`src/design/dcc_pkg.sv`:
```
// Overview of operation
// - Local commands need local permission input
// - Remote commands need remote permission input
// - Open executes only with open permit
// - Close executes only with close permit
// - Operation block suppresses all switching
// - Two raw position inputs give position
// - Accepted commands become pulses; rejected: none
// - Three control models, direct normal after reset
// - Forced check stops client bypass, default on
// - Enhanced models: timeout flags invalid position
// - Pulse length 100 to 60000 ms
// - Early pulse end, never under 1000 ms
// - Intermediate reported only after intermediate time
// - Select-before-operate timeout cancels the command
// - Position code: intermediate, off, on, bad
// - 150 ms operation pulse, counts activations
// - Event on every position code change
package dcc_pkg;
  localparam int CLK_PERIOD_PS = 4000;
  localparam int PS_PER_MS = 1000000000;
  localparam int MS_CYCLES_DEF = PS_PER_MS / CLK_PERIOD_PS;

  localparam logic [5:0] OFF_CTRL = 6'h00;
  localparam logic [5:0] OFF_CMD = 6'h04;
  localparam logic [5:0] OFF_PULSE = 6'h08;
  localparam logic [5:0] OFF_MAXOP = 6'h0c;
  localparam logic [5:0] OFF_INTER = 6'h10;
  localparam logic [5:0] OFF_SBO = 6'h14;
  localparam logic [5:0] OFF_STATUS = 6'h18;
  localparam logic [5:0] OFF_OPCNT = 6'h1c;
  localparam logic [5:0] OFF_IRQ_STAT = 6'h20;
  localparam logic [5:0] OFF_IRQ_CLR = 6'h24;
  localparam logic [5:0] OFF_IRQ_EN = 6'h28;

  localparam int CTRL_FORCED = 2;
  localparam int CTRL_CNT_CLR = 3;
  localparam int CMD_W = 5;
  localparam int N_EV = 5;
  localparam int EV_STATUS = 0;
  localparam int EV_INVALID = 1;
  localparam int EV_INTERM = 2;

  localparam logic [15:0] PULSE_MIN = 16'h0064;
  localparam logic [15:0] MAXOP_MIN = 16'h000a;
  localparam logic [15:0] INTER_MIN = 16'h0014;
  localparam logic [15:0] SBO_MIN = 16'h03e8;
  localparam logic [15:0] SBO_MAX = 16'h4e20;
  localparam logic [15:0] MS_MAX = 16'hea60;
  localparam logic [15:0] RST_PULSE = 16'h03e8;
  localparam logic [15:0] RST_MAXOP = 16'h2710;
  localparam logic [15:0] RST_INTER = 16'h2710;
  localparam logic [15:0] RST_SBO = 16'h1388;
  localparam logic [15:0] MIN_PULSE_MS = 16'h03e8;
  localparam logic [15:0] OPER_PULSE_MS = 16'h0096;

  localparam logic [1:0] POS_INTER = 2'h0;
  localparam logic [1:0] POS_OFF = 2'h1;
  localparam logic [1:0] POS_ON = 2'h2;
  localparam logic [1:0] POS_BAD = 2'h3;

  typedef enum logic [1:0] {MDL_DIRECT_NORMAL, MDL_DIRECT_ENH, MDL_SBO_ENH} dcc_model_t;
  typedef enum logic {ST_IDLE, ST_PULSE} dcc_state_t;

  typedef struct packed {
    logic check;
    logic remote;
    logic select;
    logic close;
    logic open;
  } dcc_cmd_t;

  typedef struct packed {
    logic local_permit;
    logic remote_permit;
    logic open_permit;
    logic close_permit;
    logic operation_block;
    logic opened;
    logic closed;
  } dcc_pins_t;
endpackage

```
`src/design/dcc_sync.sv`:
```
`timescale 1ns/10ps
`default_nettype none
module dcc_sync #(
  parameter int W = 1
)(
  input wire logic clk,
  input wire logic reset,
  input wire logic [W-1:0] d,
  output logic [W-1:0] q
);
  logic [W-1:0] s1;
  logic [W-1:0] s2;
  logic [W-1:0] s3;

  if (W < 1) begin : g_chk
    $error("dcc_sync width must be at least 1");
  end

  // A bit follows only once stages two and three agree
  always_ff @(posedge clk or posedge reset) begin
    if (reset) begin
      s1 <= '0;
      s2 <= '0;
      s3 <= '0;
      q <= '0;
    end else begin
      s1 <= d;
      s2 <= s1;
      s3 <= s2;
      q <= (s2 & s3) | (q & (s2 ^ s3));
    end
  end
endmodule
`default_nettype wire

```
`src/design/dcc_disconnector_ctrl.sv`:
```
// The register offsets and the Avalon-MM interface to the registers were chosen for this implementation.
`timescale 1ns/10ps
`default_nettype none
module dcc_disconnector_ctrl
  import dcc_pkg::*;
#(
  parameter int MS_CYCLES = MS_CYCLES_DEF
)(
  input wire logic clk,
  input wire logic reset,
  input wire logic [5:0] avs_address,
  input wire logic avs_read,
  input wire logic avs_write,
  input wire logic [31:0] avs_writedata,
  input wire logic [3:0] avs_byteenable,
  output logic [31:0] avs_readdata,
  output logic avs_waitrequest,
  input wire logic local_permit,
  input wire logic remote_permit,
  input wire logic open_permit,
  input wire logic close_permit,
  input wire logic operation_block,
  input wire logic position_opened_in,
  input wire logic position_closed_in,
  output logic open_pulse_out,
  output logic close_pulse_out,
  output logic operation_pulse_out,
  output logic [1:0] position_status_code,
  output logic opened_out,
  output logic closed_out,
  output logic irq
);
  localparam int TW = $clog2(MS_CYCLES);

  if (MS_CYCLES < 2) begin : g_chk
    $error("MS_CYCLES must be at least 2");
  end

  function automatic logic [15:0] merge16(input logic [15:0] o, input logic [31:0] n,
                                          input logic [3:0] be);
    merge16 = {be[1] ? n[15:8] : o[15:8], be[0] ? n[7:0] : o[7:0]};
  endfunction

  function automatic logic fits(input logic [15:0] v, input logic [15:0] lo,
                                input logic [15:0] hi);
    fits = (v >= lo) && (v <= hi);
  endfunction

  dcc_pins_t raw;
  dcc_pins_t pin;
  assign raw = {local_permit, remote_permit, open_permit, close_permit,
                operation_block, position_opened_in, position_closed_in};

  dcc_sync #(.W($bits(dcc_pins_t))) u_sync (
    .clk(clk),
    .reset(reset),
    .d(raw),
    .q(pin)
  );

  // Millisecond tick
  logic [TW-1:0] tick_cnt;
  logic tick;
  always_ff @(posedge clk or posedge reset) begin
    if (reset) begin
      tick_cnt <= '0;
      tick <= 1'b0;
    end else if (tick_cnt == TW'(MS_CYCLES - 1)) begin
      tick_cnt <= '0;
      tick <= 1'b1;
    end else begin
      tick_cnt <= tick_cnt + 1'b1;
      tick <= 1'b0;
    end
  end

  // Bus slave: one wait state per access
  logic acc_wr;
  logic [31:0] rdata;
  assign acc_wr = avs_write & ~avs_waitrequest;
  always_ff @(posedge clk or posedge reset) begin
    if (reset) begin
      avs_waitrequest <= 1'b1;
      avs_readdata <= 32'h0;
    end else begin
      avs_waitrequest <= ~((avs_read | avs_write) & avs_waitrequest);
      if (avs_read & avs_waitrequest) begin
        avs_readdata <= rdata;
      end
    end
  end

  // Settings
  dcc_model_t model;
  logic forced;
  logic [15:0] pulse_len;
  logic [15:0] maxop_len;
  logic [15:0] inter_len;
  logic [15:0] sbo_len;
  logic [N_EV-1:0] irq_en;
  logic [15:0] w_pulse;
  logic [15:0] w_maxop;
  logic [15:0] w_inter;
  logic [15:0] w_sbo;
  assign w_pulse = merge16(pulse_len, avs_writedata, avs_byteenable);
  assign w_maxop = merge16(maxop_len, avs_writedata, avs_byteenable);
  assign w_inter = merge16(inter_len, avs_writedata, avs_byteenable);
  assign w_sbo = merge16(sbo_len, avs_writedata, avs_byteenable);

  always_ff @(posedge clk or posedge reset) begin
    if (reset) begin
      model <= MDL_DIRECT_NORMAL;
      forced <= 1'b1;
      pulse_len <= RST_PULSE;
      maxop_len <= RST_MAXOP;
      inter_len <= RST_INTER;
      sbo_len <= RST_SBO;
      irq_en <= '0;
    end else if (acc_wr) begin
      case (avs_address)
        OFF_CTRL: if (avs_byteenable[0]) begin
          if (avs_writedata[1:0] != 2'h3) begin
            model <= dcc_model_t'(avs_writedata[1:0]);
          end
          forced <= avs_writedata[CTRL_FORCED];
        end
        OFF_PULSE: if (fits(w_pulse, PULSE_MIN, MS_MAX)) pulse_len <= w_pulse;
        OFF_MAXOP: if (fits(w_maxop, MAXOP_MIN, MS_MAX)) maxop_len <= w_maxop;
        OFF_INTER: if (fits(w_inter, INTER_MIN, MS_MAX)) inter_len <= w_inter;
        OFF_SBO: if (fits(w_sbo, SBO_MIN, SBO_MAX)) sbo_len <= w_sbo;
        OFF_IRQ_EN: if (avs_byteenable[0]) irq_en <= avs_writedata[N_EV-1:0];
        default: ;
      endcase
    end
  end

  // Command checks
  dcc_cmd_t cmd;
  dcc_state_t state;
  logic selected;
  logic cmd_wr;
  logic src_ok;
  logic bypass;
  logic lock_ok;
  logic go;
  logic do_select;
  logic refused;
  logic operate;
  assign cmd = dcc_cmd_t'(avs_writedata[CMD_W-1:0]);
  assign cmd_wr = acc_wr && avs_address == OFF_CMD && avs_byteenable[0];
  assign operate = cmd_wr && (cmd.open || cmd.close);
  assign src_ok = cmd.remote ? pin.remote_permit : pin.local_permit;
  assign bypass = cmd.remote && !forced && !cmd.check;
  assign lock_ok = bypass || (cmd.open ? pin.open_permit : pin.close_permit);
  assign go = operate && (cmd.open ^ cmd.close) && src_ok && lock_ok && !pin.operation_block
              && (model != MDL_SBO_ENH || selected) && state == ST_IDLE;
  assign do_select = cmd_wr && cmd.select && !(cmd.open || cmd.close) && model == MDL_SBO_ENH
                     && src_ok && !pin.operation_block;
  assign refused = (operate && !go) || (cmd_wr && cmd.select && !do_select);

  // Command pulse
  logic [15:0] pulse_ms;
  logic dir_close;
  logic reached;
  logic pulse_end;
  assign reached = dir_close ? (pin.closed && !pin.opened) : (pin.opened && !pin.closed);
  assign pulse_end = pulse_ms >= pulse_len || (reached && pulse_ms >= MIN_PULSE_MS);

  always_ff @(posedge clk or posedge reset) begin
    if (reset) begin
      state <= ST_IDLE;
      pulse_ms <= 16'h0;
      dir_close <= 1'b0;
      open_pulse_out <= 1'b0;
      close_pulse_out <= 1'b0;
    end else begin
      case (state)
        ST_IDLE: if (go) begin
          state <= ST_PULSE;
          pulse_ms <= 16'h0;
          dir_close <= cmd.close;
          open_pulse_out <= cmd.open;
          close_pulse_out <= cmd.close;
        end
        ST_PULSE: if (pulse_end) begin
          state <= ST_IDLE;
          open_pulse_out <= 1'b0;
          close_pulse_out <= 1'b0;
        end else if (tick) begin
          pulse_ms <= pulse_ms + 16'h1;
        end
        default: state <= ST_IDLE;
      endcase
    end
  end

  // Operating time watch in enhanced models
  logic watch;
  logic [15:0] watch_ms;
  logic ev_invalid;
  assign ev_invalid = watch && !go && !reached && watch_ms >= maxop_len;
  always_ff @(posedge clk or posedge reset) begin
    if (reset) begin
      watch <= 1'b0;
      watch_ms <= 16'h0;
    end else if (go) begin
      watch <= model != MDL_DIRECT_NORMAL;
      watch_ms <= 16'h0;
    end else if (watch) begin
      if (reached || ev_invalid) begin
        watch <= 1'b0;
      end else if (tick) begin
        watch_ms <= watch_ms + 16'h1;
      end
    end
  end

  // Select before operate
  logic [15:0] sbo_ms;
  logic ev_sbo;
  assign ev_sbo = selected && !do_select && !operate && sbo_ms >= sbo_len;
  always_ff @(posedge clk or posedge reset) begin
    if (reset) begin
      selected <= 1'b0;
      sbo_ms <= 16'h0;
    end else if (do_select) begin
      selected <= 1'b1;
      sbo_ms <= 16'h0;
    end else if (selected) begin
      if (operate || ev_sbo || model != MDL_SBO_ENH) begin
        selected <= 1'b0;
      end else if (tick) begin
        sbo_ms <= sbo_ms + 16'h1;
      end
    end
  end

  // Position reporting
  logic [1:0] raw_code;
  logic [1:0] next_code;
  logic [1:0] last_pos;
  logic [15:0] inter_ms;
  logic ev_status;
  logic ev_interm;
  logic oper_trig;
  assign raw_code = {pin.closed, pin.opened};
  assign next_code = (raw_code != POS_INTER) ? raw_code :
                     (inter_ms >= inter_len) ? POS_INTER : position_status_code;
  assign ev_status = next_code != position_status_code;
  assign ev_interm = ev_status && next_code == POS_INTER;
  assign oper_trig = (next_code == POS_OFF || next_code == POS_ON) && last_pos != POS_INTER
                     && next_code != last_pos;

  always_ff @(posedge clk or posedge reset) begin
    if (reset) begin
      position_status_code <= POS_INTER;
      opened_out <= 1'b0;
      closed_out <= 1'b0;
      last_pos <= POS_INTER;
      inter_ms <= 16'h0;
    end else begin
      position_status_code <= next_code;
      opened_out <= next_code == POS_OFF;
      closed_out <= next_code == POS_ON;
      if (next_code == POS_OFF || next_code == POS_ON) begin
        last_pos <= next_code;
      end
      if (raw_code != POS_INTER) begin
        inter_ms <= 16'h0;
      end else if (tick && inter_ms < inter_len) begin
        inter_ms <= inter_ms + 16'h1;
      end
    end
  end

  // Operation pulse and counter
  logic [15:0] oper_ms;
  logic [31:0] op_count;
  logic cnt_clr;
  assign cnt_clr = acc_wr && avs_address == OFF_CTRL && avs_byteenable[0]
                   && avs_writedata[CTRL_CNT_CLR];
  always_ff @(posedge clk or posedge reset) begin
    if (reset) begin
      operation_pulse_out <= 1'b0;
      oper_ms <= 16'h0;
    end else if (oper_trig) begin
      operation_pulse_out <= 1'b1;
      oper_ms <= 16'h0;
    end else if (operation_pulse_out) begin
      if (oper_ms >= OPER_PULSE_MS) begin
        operation_pulse_out <= 1'b0;
      end else if (tick) begin
        oper_ms <= oper_ms + 16'h1;
      end
    end
  end

  always_ff @(posedge clk or posedge reset) begin
    if (reset) begin
      op_count <= 32'h0;
    end else begin
      op_count <= (cnt_clr ? 32'h0 : op_count)
                  + {31'h0, oper_trig && !operation_pulse_out};
    end
  end

  // Interrupt status
  logic [N_EV-1:0] ev;
  logic [N_EV-1:0] irq_stat;
  logic [N_EV-1:0] irq_clr;
  assign ev = {ev_sbo, refused, ev_interm, ev_invalid, ev_status};
  assign irq_clr = (acc_wr && avs_address == OFF_IRQ_CLR && avs_byteenable[0]) ?
                   avs_writedata[N_EV-1:0] : '0;
  always_ff @(posedge clk or posedge reset) begin
    if (reset) begin
      irq_stat <= '0;
      irq <= 1'b0;
    end else begin
      irq_stat <= (irq_stat & ~irq_clr) | ev;
      irq <= |(irq_stat & irq_en);
    end
  end

  always_comb begin
    case (avs_address)
      OFF_CTRL: rdata = {29'h0, forced, model};
      OFF_PULSE: rdata = {16'h0, pulse_len};
      OFF_MAXOP: rdata = {16'h0, maxop_len};
      OFF_INTER: rdata = {16'h0, inter_len};
      OFF_SBO: rdata = {16'h0, sbo_len};
      OFF_STATUS: rdata = {27'h0, selected, watch, state == ST_PULSE, position_status_code};
      OFF_OPCNT: rdata = op_count;
      OFF_IRQ_STAT: rdata = 32'(irq_stat);
      OFF_IRQ_EN: rdata = 32'(irq_en);
      default: rdata = 32'h0;
    endcase
  end
endmodule
`default_nettype wire

```
`config.mk`:
```
export PLATFORM = sky130hd
export DESIGN_NAME = dcc_disconnector_ctrl
export DESIGN_NICKNAME = d
export VERILOG_FILES = /design/src/design/dcc_pkg.sv /design/src/design/dcc_sync.sv /design/src/design/dcc_disconnector_ctrl.sv
export SDC_FILE = /design/constraint.sdc
export NUM_CORES = 1
export LEC_CHECK = 0
export ABC_AREA = 1
export BUFFER_PORTS_ARGS = -buffer_cell sky130_fd_sc_hd__buf_2
export CORE_AREA = 2 2 195 197
export CTS_CLUSTER_DIAMETER = 40
export DETAILED_ROUTE_END_ITERATION = 7
export DIE_AREA = 0 0 197 199
export HOLD_SLACK_MARGIN = 0.08
export MAX_ROUTING_LAYER = met4
export PLACE_DENSITY = 0.61
export SYNTH_ARGS = -nofsm -noshare
export SYNTH_HDL_FRONTEND = slang
export SYNTH_SLANG_ARGS = --single-unit
```
`constraint.sdc`:
```
create_clock -name clk -period 11.2 [get_ports clk]
set_input_delay 1.12 -clock clk [delete_from_list [all_inputs] [get_ports clk]]
set_output_delay 1.12 -clock clk [all_outputs]
set_load 0.05 [all_outputs]
```
==> results.ini <==
[cts]
cts_resized=0
post_cts_buffers=0
cts_buffer_depth=3
htree_levels=2
cts_hold_buf=0
cts_tree=built
cts_buffers=52
clk_latency_ps=590
root_buffer=clkbuf_16
cts_num_sinks=283
cts.clk_slew.worst_paths_ps=60

[worst_setup_path]
cp_top_family=simple AND/OR/NAND/NOR gates
critical_path_required_ps=11680
crit_top_cell=nand2_1
worst_path_largest_cell_delay_ps=540
crit_slowest_cell=dfstp_2
start_kind=flop
path_max_fanout=17
critical_path_buf_inv_count=6
worstPathArrival_ps=5440
worstSetupPathType=reg2reg
endpoint_kind=flop

[global_route]
grtUsageMet1=0.335
overflow=0
grt_max_degree=83
use_met2=0.400
grt_util_all_layers=0.255
grt_most_used_layer=met2
gr-usage-met3=0.0395
grt_pass1_vias=14300
grt_pass1_wl_um=76000
grt_antenna_before_repair=3

[cells_and_area]
final_util=0.513
ff_latch_area_um2=7110
nNetsFinal=2398
area_growth_pct=15.2
nFillCells=3586
multiInputGateArea_um2=8030
finalNonFillerCells=2780
drive_above_1_share=0.106

[synth]
syn_area_per_cell_um2=7.60
synth.distinct_cells=50
syn_inst=2175
synth_top_cell_by_area=dfrtp_1
yosysTopAreaCellShare=0.394
synth-warning-count=0
netlist_area_um2=16500
synth_flop_cell=dfrtp_1
ys_ff_latch=283
yosysMostFrequentCell=nand2_1
async_flop_share=1.00
ys_seq_area_frac=0.430
syn_nets=2314
ys_top_cells_by_area=dfrtp_1 (39%), nand2_1 (13%), ha_1 (6.5%), inv_1 (6.4%), nand3_1 (4.5%)
yosys-top-cells-count=nand2_1 (589), inv_1 (280), dfrtp_1 (260), nor2_1 (194), nand3_1 (150)
synth-edff-count=0

[route]
ant_nets=0
routed_wirelength_um=47200
via_per_inst=5.32
drc=0
first_pass_iters=5
drt-initial-drc-count=1121
num_vias=14800
wl_per_cell_um=17.0

[power]
p_leak_nw=9.36
ir_worst_vdd_v=0.000155
p_per_area_nw_per_um2=152
p_total_mw=2.90

[timing]
hold_viol=0
finalCriticalPeriod_ps=4960
rsz0062_at_grt=no
slew_headroom=0.251
finalWorstSetupSlack_ps=6240
clock.fmax_mhz=202
fin_crit_sh=0.442
max_slew.worst_pin.slew_ps=1120
clock_skew_ps=28.5
tns_ps=0
setup_viol=0
slew_violations=0

[place]
dp_cells=2679
dp_hpwl_um=34900
portBuffers=75
pre_cts_ws_ps=6290
gp_congestion=0.938

[flow_run]
drv_cap=0

[min_path]
hp-class=reg2reg

[floorplan]
die_h_um=199
initial_core_util=0.445
core-area_um2=37100
num_rows=71
dieArea_um2=39200
ios=94
die_w_um=197

[run_status]
status=complete, no violations

==> metrics by stage <==
stage	hold WS (ps)	cell area, µm²
after floorplan	331	16500
after global placement	334	17200
after detailed placement	336	17200
after CTS	348	19000
after global routing	357	19000
final	346	19000
==> cell families after synthesis <==
kind of cell | count (synthesis) | share of synthesized area
adder cells (fa/ha/maj) | 86 | 0.0651
buffers and inverters | 339 | 0.0845
AO/OA/AOI/OAI | 328 | 0.110
flip-flops | 283 | 0.430
AND/OR/NAND/NOR | 1081 | 0.280
XOR/XNOR | 58 | 0.0307
==> final cells by class <==
class / instances / area share
flip-flops and latches: 283 / 0.373
clock inverters: 34 / 0.0198
inverters: 287 / 0.0570
clock buffers: 64 / 0.0745
repair buffers: 82 / 0.0225
multi-input cells: 1553 / 0.421
well taps: 474 / 0.0311
diodes: 3 / 0.000394
==> worst paths after layout <==
check	startpoint	endpoint	slack, ps	depth (start not counted)
max	inter_len[13]	op_count[30]	6240	26
min	u_sync.s1[1]	u_sync.s2[1]	350	0
max reg2reg	inter_len[13]	op_count[30]	6240	26
min reg2reg	u_sync.s1[1]	u_sync.s2[1]	350	0
max in group asynchronous	reset	tick_cnt[16]	8400	4
min in group asynchronous	reset	avs_readdata[13]	590	2
==> worst reg2reg max path: cells and delay by family (launching register included) <==
kind,cells,cell delay (ps)
AOI/OAI and AO/OA,2,650
DFF,1,540
and+or+nand+nor,14,1790
buffers and inverters,6,700
adders and majority gates,4,1190
==> power by group <==
| part | switching (mW) | total [mW] | internal (mW) | leakage, nW |
|---|---|---|---|---|
| logic | 0.168 | 0.223 | 0.0551 | 4.85 |
| registers | 0.0231 | 1.08 | 1.06 | 3.66 |
| clock network | 0.574 | 1.60 | 1.02 | 0.855 |
| total | 0.765 | 2.90 | 2.14 | 9.36 |
==> sequential cells by signal, indices dropped and copies added (netlist names), 5 cells and up <==
name and flops:
oper_ms 16, pulse_ms 16, u_sync.s1 7, tick_cnt 18, inter_len 16, pulse_len 16
watch_ms 16, u_sync.s3 7, op_count 32, u_sync.s2 7, avs_readdata 32, sbo_ms 16
maxop_len 16, irq_stat 5, u_sync.q 7, irq_en 5, inter_ms 16, sbo_len 16
==> routing by layer <==
layer  wire length, µm  share of wire
met5                 0              0
met2             21600           0.46
met4              1430          0.030
met1             21100           0.45
met3              2980          0.063
==> placed cells by master (no fill, tap or decap), types with 54 or more instances in the layout <==
master       n
nor2_1     194
ha_1        86
dfrtp_1    260
nand2_1    589
nand3_1    150
o21ai_0    113
clkbuf_16   54
inv_1      279
buf_2       75
a21oi_1    103
(Power assumes the default switching activity.)
